--- src/trs_pkg.sv ---
package trs_pkg;

	// bus geometry
	localparam int TRS_ADR_W = 8;
	localparam int TRS_DAT_W = 32;
	localparam int TRS_SEL_W = 4;
	localparam logic [3:0] TRS_SEL_FULL = 4'hf;

	// register offsets (byte addresses)
	localparam logic [7:0] TRS_OFF_T19_BRK = 8'h28;
	localparam logic [7:0] TRS_OFF_T20_TRG = 8'h2c;
	localparam logic [7:0] TRS_OFF_T20_BRK = 8'h30;

	// register index inside the bank
	localparam int TRS_NUM_REGS = 3;
	localparam logic [1:0] TRS_IDX_T19_BRK = 2'h0;
	localparam logic [1:0] TRS_IDX_T20_TRG = 2'h1;
	localparam logic [1:0] TRS_IDX_T20_BRK = 2'h2;

	// reset values
	localparam logic [31:0] TRS_RST_T19_BRK = 32'h3939_3939;
	localparam logic [31:0] TRS_RST_T20_TRG = 32'h1515_1515;
	localparam logic [31:0] TRS_RST_T20_BRK = 32'h0000_0000;

	// field layout
	localparam int TRS_LOCK_BIT = 31;
	localparam int TRS_NUM_FIELDS = 4;
	localparam int TRS_CODE_W = 7;
	localparam int TRS_FIELD_STRIDE = 8;
	localparam logic [31:0] TRS_RSVD_MASK = 32'h0080_8080;

	// internal trigger sources; codes at or above this count are unassigned
	localparam int TRS_NUM_SRC = 64;
	localparam int TRS_SRC_IDX_W = 6;
	localparam logic [6:0] TRS_CODE_LIMIT = 7'h40;

	function automatic logic [6:0] trs_field(input logic [31:0] w,
		input int idx);
		return w[idx * TRS_FIELD_STRIDE +: TRS_CODE_W];
	endfunction

	function automatic logic [31:0] trs_pack(input logic lock,
		input logic [3:0][6:0] code);
		logic [31:0] w;
		w = 32'h0000_0000;
		for (int f = 0; f < TRS_NUM_FIELDS; f++) begin
			w[f * TRS_FIELD_STRIDE +: TRS_CODE_W] = code[f];
		end
		w[TRS_LOCK_BIT] = lock;
		return w;
	endfunction

	function automatic logic [3:0][6:0] trs_unpack(input logic [31:0] w);
		logic [3:0][6:0] c;
		for (int f = 0; f < TRS_NUM_FIELDS; f++) begin
			c[f] = trs_field(w, f);
		end
		return c;
	endfunction

endpackage

--- src/trs_routing_unit.sv ---
`timescale 1ns/1ps
module trs_routing_unit (
	input wire logic clk_i,
	input wire logic rst_i,
	input wire logic wb_cyc_i,
	input wire logic wb_stb_i,
	input wire logic wb_we_i,
	input wire logic [trs_pkg::TRS_ADR_W-1:0] wb_adr_i,
	input wire logic [trs_pkg::TRS_SEL_W-1:0] wb_sel_i,
	input wire logic [trs_pkg::TRS_DAT_W-1:0] wb_dat_i,
	output logic [trs_pkg::TRS_DAT_W-1:0] wb_dat_o,
	output logic wb_ack_o,
	output logic wb_err_o,
	input wire logic [trs_pkg::TRS_NUM_SRC-1:0] trig_src_i,
	output logic timer19_break_in0_o,
	output logic timer19_break_in1_o,
	output logic timer19_break_in2_o,
	output logic timer19_break_in3_o,
	output logic timer20_internal_trig0_o,
	output logic timer20_internal_trig1_o,
	output logic timer20_internal_trig2_o,
	output logic timer20_internal_trig3_o,
	output logic timer20_break_in0_o,
	output logic timer20_break_in1_o,
	output logic timer20_break_in2_o,
	output logic timer20_break_in3_o,
	output logic [2:0] write_lock_flag_o,
	output logic write_refused_o,
	output logic reserved_write_o
);

	typedef enum logic [1:0] {
		TRS_IDLE = 2'b01,
		TRS_ANS = 2'b10
	} trs_bus_t;

	typedef struct packed {
		trs_bus_t bus;
		logic [2:0] lock;
		logic [2:0][3:0][6:0] code;
		logic [1:0] idx;
		logic hit;
		logic [31:0] rdat;
		logic ack;
		logic err;
		logic refused;
		logic rsvd;
	} trs_state_t;

	trs_state_t st_r;
	trs_state_t st_nxt;

	logic req;
	logic dec_hit;
	logic [1:0] dec_idx;
	logic wr_go;
	logic [2:0][3:0] route_w;

	assign req = wb_cyc_i & wb_stb_i;

	// address decode, only aligned word offsets hit
	always_comb begin
		dec_hit = 1'b1;
		dec_idx = trs_pkg::TRS_IDX_T19_BRK;
		unique case (wb_adr_i)
			trs_pkg::TRS_OFF_T19_BRK: begin
				dec_idx = trs_pkg::TRS_IDX_T19_BRK;
			end
			trs_pkg::TRS_OFF_T20_TRG: begin
				dec_idx = trs_pkg::TRS_IDX_T20_TRG;
			end
			trs_pkg::TRS_OFF_T20_BRK: begin
				dec_idx = trs_pkg::TRS_IDX_T20_BRK;
			end
			default: begin
				dec_hit = 1'b0;
			end
		endcase
	end

	// write commits on the edge where the master samples ack
	assign wr_go = (st_r.bus == TRS_ANS) & st_r.ack & st_r.hit & req
		& wb_we_i & (wb_sel_i == trs_pkg::TRS_SEL_FULL);

	always_comb begin
		st_nxt = st_r;
		st_nxt.refused = 1'b0;
		st_nxt.rsvd = 1'b0;
		unique case (st_r.bus)
			TRS_IDLE: begin
				st_nxt.ack = 1'b0;
				st_nxt.err = 1'b0;
				if (req) begin
					st_nxt.bus = TRS_ANS;
					st_nxt.hit = dec_hit;
					st_nxt.idx = dec_idx;
					st_nxt.ack = dec_hit;
					st_nxt.err = ~dec_hit;
					st_nxt.rdat = 32'h0000_0000;
					if (dec_hit) begin
						// reserved bits read back as zero
						st_nxt.rdat = trs_pkg::trs_pack(st_r.lock[dec_idx],
							st_r.code[dec_idx]);
					end
				end
			end
			TRS_ANS: begin
				st_nxt.bus = TRS_IDLE;
				st_nxt.ack = 1'b0;
				st_nxt.err = 1'b0;
				if (wr_go) begin
					if (st_r.lock[st_r.idx]) begin
						// whole word dropped while locked
						st_nxt.refused = 1'b1;
					end else begin
						st_nxt.code[st_r.idx] =
							trs_pkg::trs_unpack(wb_dat_i);
						// sticky: a write of 0 never clears it
						st_nxt.lock[st_r.idx] = st_r.lock[st_r.idx]
							| wb_dat_i[trs_pkg::TRS_LOCK_BIT];
						// flag software breaking the reserved-zero contract
						st_nxt.rsvd = |(wb_dat_i
							& trs_pkg::TRS_RSVD_MASK);
					end
				end
			end
		endcase
	end

	always_ff @(posedge clk_i) begin
		if (rst_i) begin
			st_r.bus <= TRS_IDLE;
			st_r.lock[trs_pkg::TRS_IDX_T19_BRK] <=
				trs_pkg::TRS_RST_T19_BRK[trs_pkg::TRS_LOCK_BIT];
			st_r.lock[trs_pkg::TRS_IDX_T20_TRG] <=
				trs_pkg::TRS_RST_T20_TRG[trs_pkg::TRS_LOCK_BIT];
			st_r.lock[trs_pkg::TRS_IDX_T20_BRK] <=
				trs_pkg::TRS_RST_T20_BRK[trs_pkg::TRS_LOCK_BIT];
			st_r.code[trs_pkg::TRS_IDX_T19_BRK] <=
				trs_pkg::trs_unpack(trs_pkg::TRS_RST_T19_BRK);
			st_r.code[trs_pkg::TRS_IDX_T20_TRG] <=
				trs_pkg::trs_unpack(trs_pkg::TRS_RST_T20_TRG);
			st_r.code[trs_pkg::TRS_IDX_T20_BRK] <=
				trs_pkg::trs_unpack(trs_pkg::TRS_RST_T20_BRK);
			st_r.idx <= 2'h0;
			st_r.hit <= 1'b0;
			st_r.rdat <= 32'h0000_0000;
			st_r.ack <= 1'b0;
			st_r.err <= 1'b0;
			st_r.refused <= 1'b0;
			st_r.rsvd <= 1'b0;
		end else begin
			st_r <= st_nxt;
		end
	end

	// one selector per output, registered
	for (genvar r = 0; r < trs_pkg::TRS_NUM_REGS; r++) begin : g_reg
		for (genvar f = 0; f < trs_pkg::TRS_NUM_FIELDS; f++) begin : g_fld
			trs_src_mux u_mux (
				.clk_i(clk_i),
				.rst_i(rst_i),
				.code_i(st_r.code[r][f]),
				.src_i(trig_src_i),
				.out_o(route_w[r][f])
			);
		end
	end

	assign timer19_break_in0_o = route_w[0][0];
	assign timer19_break_in1_o = route_w[0][1];
	assign timer19_break_in2_o = route_w[0][2];
	assign timer19_break_in3_o = route_w[0][3];
	assign timer20_internal_trig0_o = route_w[1][0];
	assign timer20_internal_trig1_o = route_w[1][1];
	assign timer20_internal_trig2_o = route_w[1][2];
	assign timer20_internal_trig3_o = route_w[1][3];
	assign timer20_break_in0_o = route_w[2][0];
	assign timer20_break_in1_o = route_w[2][1];
	assign timer20_break_in2_o = route_w[2][2];
	assign timer20_break_in3_o = route_w[2][3];

	assign wb_dat_o = st_r.rdat;
	assign wb_ack_o = st_r.ack;
	assign wb_err_o = st_r.err;
	assign write_lock_flag_o = st_r.lock;
	assign write_refused_o = st_r.refused;
	assign reserved_write_o = st_r.rsvd;

endmodule

--- src/trs_src_mux.sv ---
`timescale 1ns/1ps
module trs_src_mux (
	input wire logic clk_i,
	input wire logic rst_i,
	input wire logic [6:0] code_i,
	input wire logic [trs_pkg::TRS_NUM_SRC-1:0] src_i,
	output logic out_o
);

	typedef struct packed {
		logic out;
	} trs_mux_state_t;

	trs_mux_state_t st_r;
	trs_mux_state_t st_nxt;

	always_comb begin
		st_nxt = st_r;
		// unassigned codes drive the output low
		if (code_i < trs_pkg::TRS_CODE_LIMIT) begin
			st_nxt.out = src_i[code_i[trs_pkg::TRS_SRC_IDX_W-1:0]];
		end else begin
			st_nxt.out = 1'b0;
		end
	end

	always_ff @(posedge clk_i) begin
		if (rst_i) begin
			st_r <= '0;
		end else begin
			st_r <= st_nxt;
		end
	end

	assign out_o = st_r.out;

endmodule
--- config.mk ---
export PLATFORM = sky130hd
export DESIGN_NAME = trs_routing_unit
export DESIGN_NICKNAME = d
export VERILOG_FILES = /design/src/trs_pkg.sv /design/src/trs_routing_unit.sv /design/src/trs_src_mux.sv
export SDC_FILE = /design/constraint.sdc
export NUM_CORES = 1
export LEC_CHECK = 0
export BUFFER_PORTS_ARGS = -buffer_cell sky130_fd_sc_hd__clkbuf_2
export CAP_MARGIN = 25
export CORE_MARGIN = 2
export CORE_UTILIZATION = 50
export CTS_BUF_LIST = sky130_fd_sc_hd__clkbuf_4 sky130_fd_sc_hd__clkbuf_8
export CTS_CLUSTER_DIAMETER = 30
export CTS_CLUSTER_SIZE = 24
export DETAILED_ROUTE_END_ITERATION = 8
export GPL_TIMING_DRIVEN = 0
export PLACE_DENSITY = 0.71
export SETUP_SLACK_MARGIN = 0.02
export SLEW_MARGIN = 10
export SYNTH_ARGS = -nofsm -noshare
export SYNTH_HDL_FRONTEND = slang
export SYNTH_SLANG_ARGS = --single-unit
--- constraint.sdc ---
create_clock -name clk_i -period 5.2 [get_ports clk_i]
set_clock_uncertainty 0.1 [all_clocks]
set_input_delay 0.52 -clock clk_i [delete_from_list [all_inputs] [get_ports clk_i]]
set_output_delay 0.52 -clock clk_i [all_outputs]
set_load 0.005 [all_outputs]
After elaboration in Yosys (flattened, before gate mapping)
Cells that the tools add are included.

word-level totals
  register bits = 140
  latch bits = 0
  bits in writable memories = 0
  memory bits (read-only) = 0
  output and inout bits = 51
  logic and storage cells = 153
  memories kept = 0

operators by class
  add/subtract/negate cells = 0
  multiply operators = 0
  divide/modulo/power cells = 0
  magnitude comparators = 27
  eq/ne operators = 7
  shift-type cells = 0
  multiplexer cells = 44
  bitwise gates (word level) = 23
  reduce and logical (&&, ||, !) cells = 19

operators with widths
  operator                                                               count
  84-bit bitwise mux                                                     1
  6-bit by 7-bit < comparator with 1-bit output (second input constant)  12
  7-bit < comparator (second input constant)                             12
  1-bit binary-select mux with 6-bit select                              12
  28-bit binary-select mux with 2-bit select                             1
  28-bit demux with 2-bit select                                         1
  28-bit two-way mux                                                     2
  32-bit two-way mux                                                     1
  8-bit by 6-bit == test with 1-bit output (second input constant)       3
  2-bit OR reduction                                                     12
  1-bit two-way mux                                                      17
  1-bit NOT                                                              16
  2-bit case mux with 2 select lines                                     3
  3-bit OR reduction                                                     3
  1-bit bitwise AND                                                      6
  2-bit by 3-bit < comparator with 1-bit output (second input constant)  2
  1-bit binary-select mux with 2-bit select                              2
  4-bit == test (second input constant)                                  1
  2-bit two-way mux                                                      2
  4-bit OR reduction                                                     1
  3-bit bitwise mux                                                      1
  3-bit AND reduction                                                    1
  1-bit demux with 2-bit select                                          1
  2-bit by 1-bit == test with 1-bit output (second input constant)       1
  6 further kinds                                                        6

Depth between registers and ports, before layout
  word-level depth = 8
  gate-level depth with buffers = 8
  depth with buffers taken out = 5

Modules after synthesis
From an unflattened synthesis, not the netlist that was laid out.

unflattened totals
  cells, all modules = 1152
  area, all modules = 13128.8 µm²

modules (own cells, without submodules)
  module            times used  cells an instance  area an instance (µm²)  seq. area each (µm²)
  trs_src_mux       12          43                 626.9                   20.0
  trs_routing_unit  1           636                5606.6                  2502.4

Worst setup path before layout
OpenSTA, ideal clock, no wires.

  kind = reg-to-reg
  from = register st_r[111] (netlist name)
  to = register g_reg[2].g_fld[2].u_mux.st_r
  arrival time = 1817 ps
  data required time = 4983 ps
  setup slack = 3165 ps
  stages on the path, launching flop included = 8
  buffers on the path = 2
  cells stage by stage = dfxtp_1 clkbuf_1 buf_2 mux4_2 mux4_2 nand2b_1 nand4_1 o21ai_1

between the ends
  cells in the longest elaborated chain, start to end = 3
  elaborated cells on any way between the ends = 5
  those cells by class = order compare (1); mux (2); bitwise (1); reduce/logical (1)

RTL lines
  element                       RTL line                 RTL
  from (decl)                   trs_routing_unit.sv:50   trs_state_t st_r;
  from (signal assigned)        trs_routing_unit.sv:153  st_r <= st_nxt;
  7-bit < comparator            trs_src_mux.sv:20        if (code_i < trs_pkg::TRS_CODE_LIMIT) begin
  1-bit NOT (no line)           n/a
  2-bit OR reduction (no line)  n/a
  to (signal assigned)          trs_src_mux.sv:31        st_r <= st_nxt;
  to (decl)                     trs_src_mux.sv:14        trs_mux_state_t st_r;

Several ways; a longest one is shown, not always the timed one. The select of a mux whose other input is x is not followed.
A chain may end at the register's enable or synchronous reset.

Worst setup path after layout
  from = register st_r[38] (netlist name)
  to = register st_r[67] (netlist name)

between the ends
  cells in the longest elaborated chain, start to end = 5
  elaborated cells on any way between the ends = 10
  those cells by class = order compare (2); mux (5); bitwise (1); reduce/logical (2)

RTL lines
  element                                                                                                                                RTL line                 RTL
  2-bit by 3-bit < comparator with 1-bit output (implied by the code) or 2-bit by 1-bit >= comparator with 1-bit output (tied branches)  trs_routing_unit.sv:116  st_nxt.code[st_r.idx] =
  1-bit logical AND (implied by the code)                                                                                                trs_routing_unit.sv:116
  28-bit two-way mux (implied by the code)                                                                                               trs_routing_unit.sv:116
  28-bit demux with 2-bit select                                                                                                         trs_routing_unit.sv:116
  84-bit bitwise mux                                                                                                                     trs_routing_unit.sv:116

Several ways; a longest one is shown, not always the timed one. The select of a mux whose other input is x is not followed.

==> summary.txt <==
RUN STATUS
---------------------------------------------------------------------------------
Outcome                                                              complete, no violations

LAYOUT
---------------------------------------------------------------------------------
Synthesis-to-finish area growth                                             12.8%
Area used by multi-input combinational logic                           8600 sq um
Final Net Count                                                             1,591
FF/Latch Area                                                          2740 sq um
Final standard cell area without fillers                             14,100 sq um
Non-Filler Instances                                                        1,817
Total of fill cells in the finished design                                  2,136
Ratio of cells with drive above 1 in the final layout                       32.8%

CLOCK TREE
---------------------------------------------------------------------------------
Clock slew seen by the registers of the worst setup and hold paths        0.11 ns
Post-CTS sizing                                                                 0
CTS tree                                                                     done
Clock H-tree levels                                                             4
Number of buffers inserted by hold repair at cts                                0
Clock Sinks                                                                   137
# Post-CTS Setup Buffers                                                        0
Num CTS Buffers                                                                17
Clock tree root driver cell                                          sky130_fd_sc_hd__clkbuf_8
Bufs on Longest Clock Path                                                      2
Worst-skew pair later-pin latency                                         0.50 ns

PLACEMENT
---------------------------------------------------------------------------------
GP Congestion                                                                1.01
# placed instances                                                          1,783
Port bufs                                                                     159
HPWL after detailed placement                                             38.5 mm
Dpl cell area                                                        13,700 sq um

ROUTE
---------------------------------------------------------------------------------
Routed len/inst                                                           30.0 um
Number of nets with antenna violations after detailed routing                   0
Drt drc                                                                         0
Via count                                                                  12,934
DR iter-0 viols                                                             2,575
Pre-Repair DR Iteration Count                                                   6
Via density per instance                                                     7.12
Final WL                                                                  54.5 mm

FLOORPLAN
---------------------------------------------------------------------------------
Placeable core region                                                24,500 sq um
Chip height                                                                162 um
Initial core utilization                                                    51.2%
Number of top-level pins                                                      164
Cell row count                                                                 57
Die Width                                                                  162 um
Total die area                                                       26,400 sq um

HOLD PATH
---------------------------------------------------------------------------------
Hold Startpoint                                                       wb_dat_i[6]
Hold crit path type                                                     in -> reg

SYNTH
---------------------------------------------------------------------------------
Area contributors post-synth                                         sky130_fd_sc_hd__mux4_2 (31%), sky130_fd_sc_hd__dfxtp_1 (22%), sky130_fd_sc_hd__mux2i_1 (10%)
Count of synthesis-stage warnings from yosys                                    0
Seq/Total Area, Yosys                                                       21.9%
Most frequent cell after synthesis                                   sky130_fd_sc_hd__nand2_1
Mean cell area of the mapped netlist                                   9.66 sq um
Netlist cell types                                                             52
Share of the synthesized area in the top cell type                          30.7%
EDFF count, synth                                                               0
Share of flip-flops with an asynchronous set or reset                          0%
Synth cell count leaders                                             sky130_fd_sc_hd__nand2_1 (191), sky130_fd_sc_hd__mux4_2 (171), sky130_fd_sc_hd__dfxtp_1 (137)
Synth Instances                                                             1,298
Mapped cell area                                                     12,500 sq um
Primary flip-flop cell chosen by synthesis mapping                   sky130_fd_sc_hd__dfxtp_1
Cell type contributing the most total cell area after synthesis      sky130_fd_sc_hd__mux4_2
Post-synthesis sequential element count                                       137

TIMING
---------------------------------------------------------------------------------
Post-route setup TNS                                                         0 ns
Transition time at the pin with the least slew margin                     1.06 ns
Number of endpoints with negative hold slack in the final report                0
Slew margin rel.                                                            29.6%
Final number of max-transition violations                                       0
RSZ-0062 raised after global routing                                        false
Peak clock frequency supported by timing                                  342 MHz
Final period utilization                                                    56.3%
Hold WS                                                                  0.194 ns
Final period demand of the worst path                                     2.93 ns
Setup-violating endpoint count in the final report                              0

CRITICAL PATH
---------------------------------------------------------------------------------
Worst Setup Start Kind                                                  flip-flop
Arrival time at the worst endpoint                                        3.07 ns
Source of the critical timing path                                   st_r[38]$_SDFFE_PP0P_
Worst setup EP type                                                     flip-flop
Largest fanout of any net on the critical path                                 10
Required arrival time at the worst endpoint                               5.35 ns
Beginning of the worst register-to-register path                     st_r[38]$_SDFFE_PP0P_
Classification of the worst setup path                                 reg -> reg

GLOBAL ROUTING
---------------------------------------------------------------------------------
Vias in the first global route                                             12,161
Pin count of the biggest net entering global routing                           17
Antenna violations before repair                                                3
Global-route wire length before repair                                    78.9 mm
All-layer global routing usage                                              41.4%
Grt total ovfl                                                                  0

POWER AND IR DROP
---------------------------------------------------------------------------------
Largest vdd supply drop                                                    141 uV
Static power due to leakage                                               5.12 nW
Total Power                                                               2.46 mW
Power density relative to cell area                                   174 nW/um^2

FLOW RUN
---------------------------------------------------------------------------------
# Max-Cap Violations                                                            0

## cell families (layout without fill, tap and decap cells)
family | Yosys count | count (layout) | synth area share (%)
AOI/OAI and AO/OA | 184 | 184 | 9.77
buffers and inverters | 247 | 438 | 9.60
DFF | 137 | 137 | 21.9
muxes | 319 | 319 | 43.0
other | 1 | 5 | 0.0299
and+or+nand+nor | 410 | 410 | 15.7
## stage by stage
stage | util [%] | setup slack [ns]
4_1_cts | 57.8 | 2.44
3_3_place_gp | 56.2 | 2.27
5_1_grt | 57.8 | 2.20
3_5_place_dp | 56.2 | 2.30
2_1_floorplan | - | 3.17
6_report | 57.8 | 2.27
## worst paths after layout
path,end,slack [ns],cells after the start
setup reg to reg,st_r[67]$_SDFFE_PP1P_,2.27,7
setup / recovery,st_r[67]$_SDFFE_PP1P_,2.27,7
hold reg to reg,st_r[101]$_SDFFE_PP0P_,0.38,2
hold / removal,st_r[73]$_SDFFE_PP0P_,0.19,3
## report_power, final
part / switching [mW] / internal, mW / leakage [nW]
registers: 0.00277 / 1.06 / 1.11
logic: 0.283 / 0.175 / 3.83
clock network: 0.538 / 0.402 / 0.185
total: 0.823 / 1.63 / 5.12
## critical path, cell delays in order, from the launching register on
cell and delay [ns]:
sky130_fd_sc_hd__dfxtp_1 0.31, sky130_fd_sc_hd__clkbuf_1 0.25, sky130_fd_sc_hd__mux2i_1 0.30, sky130_fd_sc_hd__a2bb2oi_2 0.26
sky130_fd_sc_hd__nand3_1 0.60, sky130_fd_sc_hd__clkbuf_1 0.49, sky130_fd_sc_hd__nand2_1 0.16, sky130_fd_sc_hd__nand3_1 0.24
## layout make-up
type | count | share of cell area (%)
tap | 324 | 2.87
antenna | 2 | 0.0354
timing repair buffer | 159 | 5.63
sequential | 137 | 19.4
buffer | 228 | 8.01
multi-input combinational | 916 | 60.8
clock inverter | 14 | 0.974
clock buffer | 18 | 1.75
inverter | 19 | 0.505
## layout by cell type (no fill, tap or decap), types with 4 or more instances in the layout
master                         n
sky130_fd_sc_hd__o211ai_1     13
sky130_fd_sc_hd__inv_1        19
sky130_fd_sc_hd__clkbuf_8     18
sky130_fd_sc_hd__a22o_1       29
sky130_fd_sc_hd__nand2b_1     17
sky130_fd_sc_hd__nand3_1      29
sky130_fd_sc_hd__nor3_1       23
sky130_fd_sc_hd__mux2_2       21
sky130_fd_sc_hd__clkbuf_2    159
sky130_fd_sc_hd__buf_2        50
sky130_fd_sc_hd__nand2_1     191
sky130_fd_sc_hd__nand4_1      16
sky130_fd_sc_hd__o22ai_1      14
sky130_fd_sc_hd__buf_4        47
sky130_fd_sc_hd__nor2_1       46
sky130_fd_sc_hd__nor2b_1      18
sky130_fd_sc_hd__and3_1        8
sky130_fd_sc_hd__dfxtp_1     137
sky130_fd_sc_hd__a21oi_1      48
sky130_fd_sc_hd__mux4_2      171
sky130_fd_sc_hd__nand3b_1     16
sky130_fd_sc_hd__buf_6         5
sky130_fd_sc_hd__mux2i_1     125
sky130_fd_sc_hd__a311o_1       5
sky130_fd_sc_hd__nor3b_1       8
sky130_fd_sc_hd__a2111oi_0    12
sky130_fd_sc_hd__clkbuf_1    121
sky130_fd_sc_hd__nor4b_1       4
sky130_fd_sc_hd__buf_1         5
sky130_fd_sc_hd__o21ai_0      42
sky130_fd_sc_hd__clkinvlp_4    4
sky130_fd_sc_hd__nor4_1       23
sky130_fd_sc_hd__inv_6         5
## layer usage
metal / routed length (um) / track usage (%) / vias up
met1: 19100 / 53.1 / 6027
met3: 9900 / 20.1 / 320
met2: 21700 / 57.7 / 1371
li1: - / - / 5212
met4: 3700 / 21.6 / 4
met5: 27 / 1.14 / -
## registers in the layout, summed over array words and instances, names as in the netlist
register / count
st_r: 89
g.g_fld.u_mux.out_o: 12
wb_dat_o: 29
write_refused_o: 1
wb_ack_o: 1
wb_err_o: 1
write_lock_flag_o: 3
reserved_write_o: 1
Note: power is estimated with default switching activity, not from simulation.
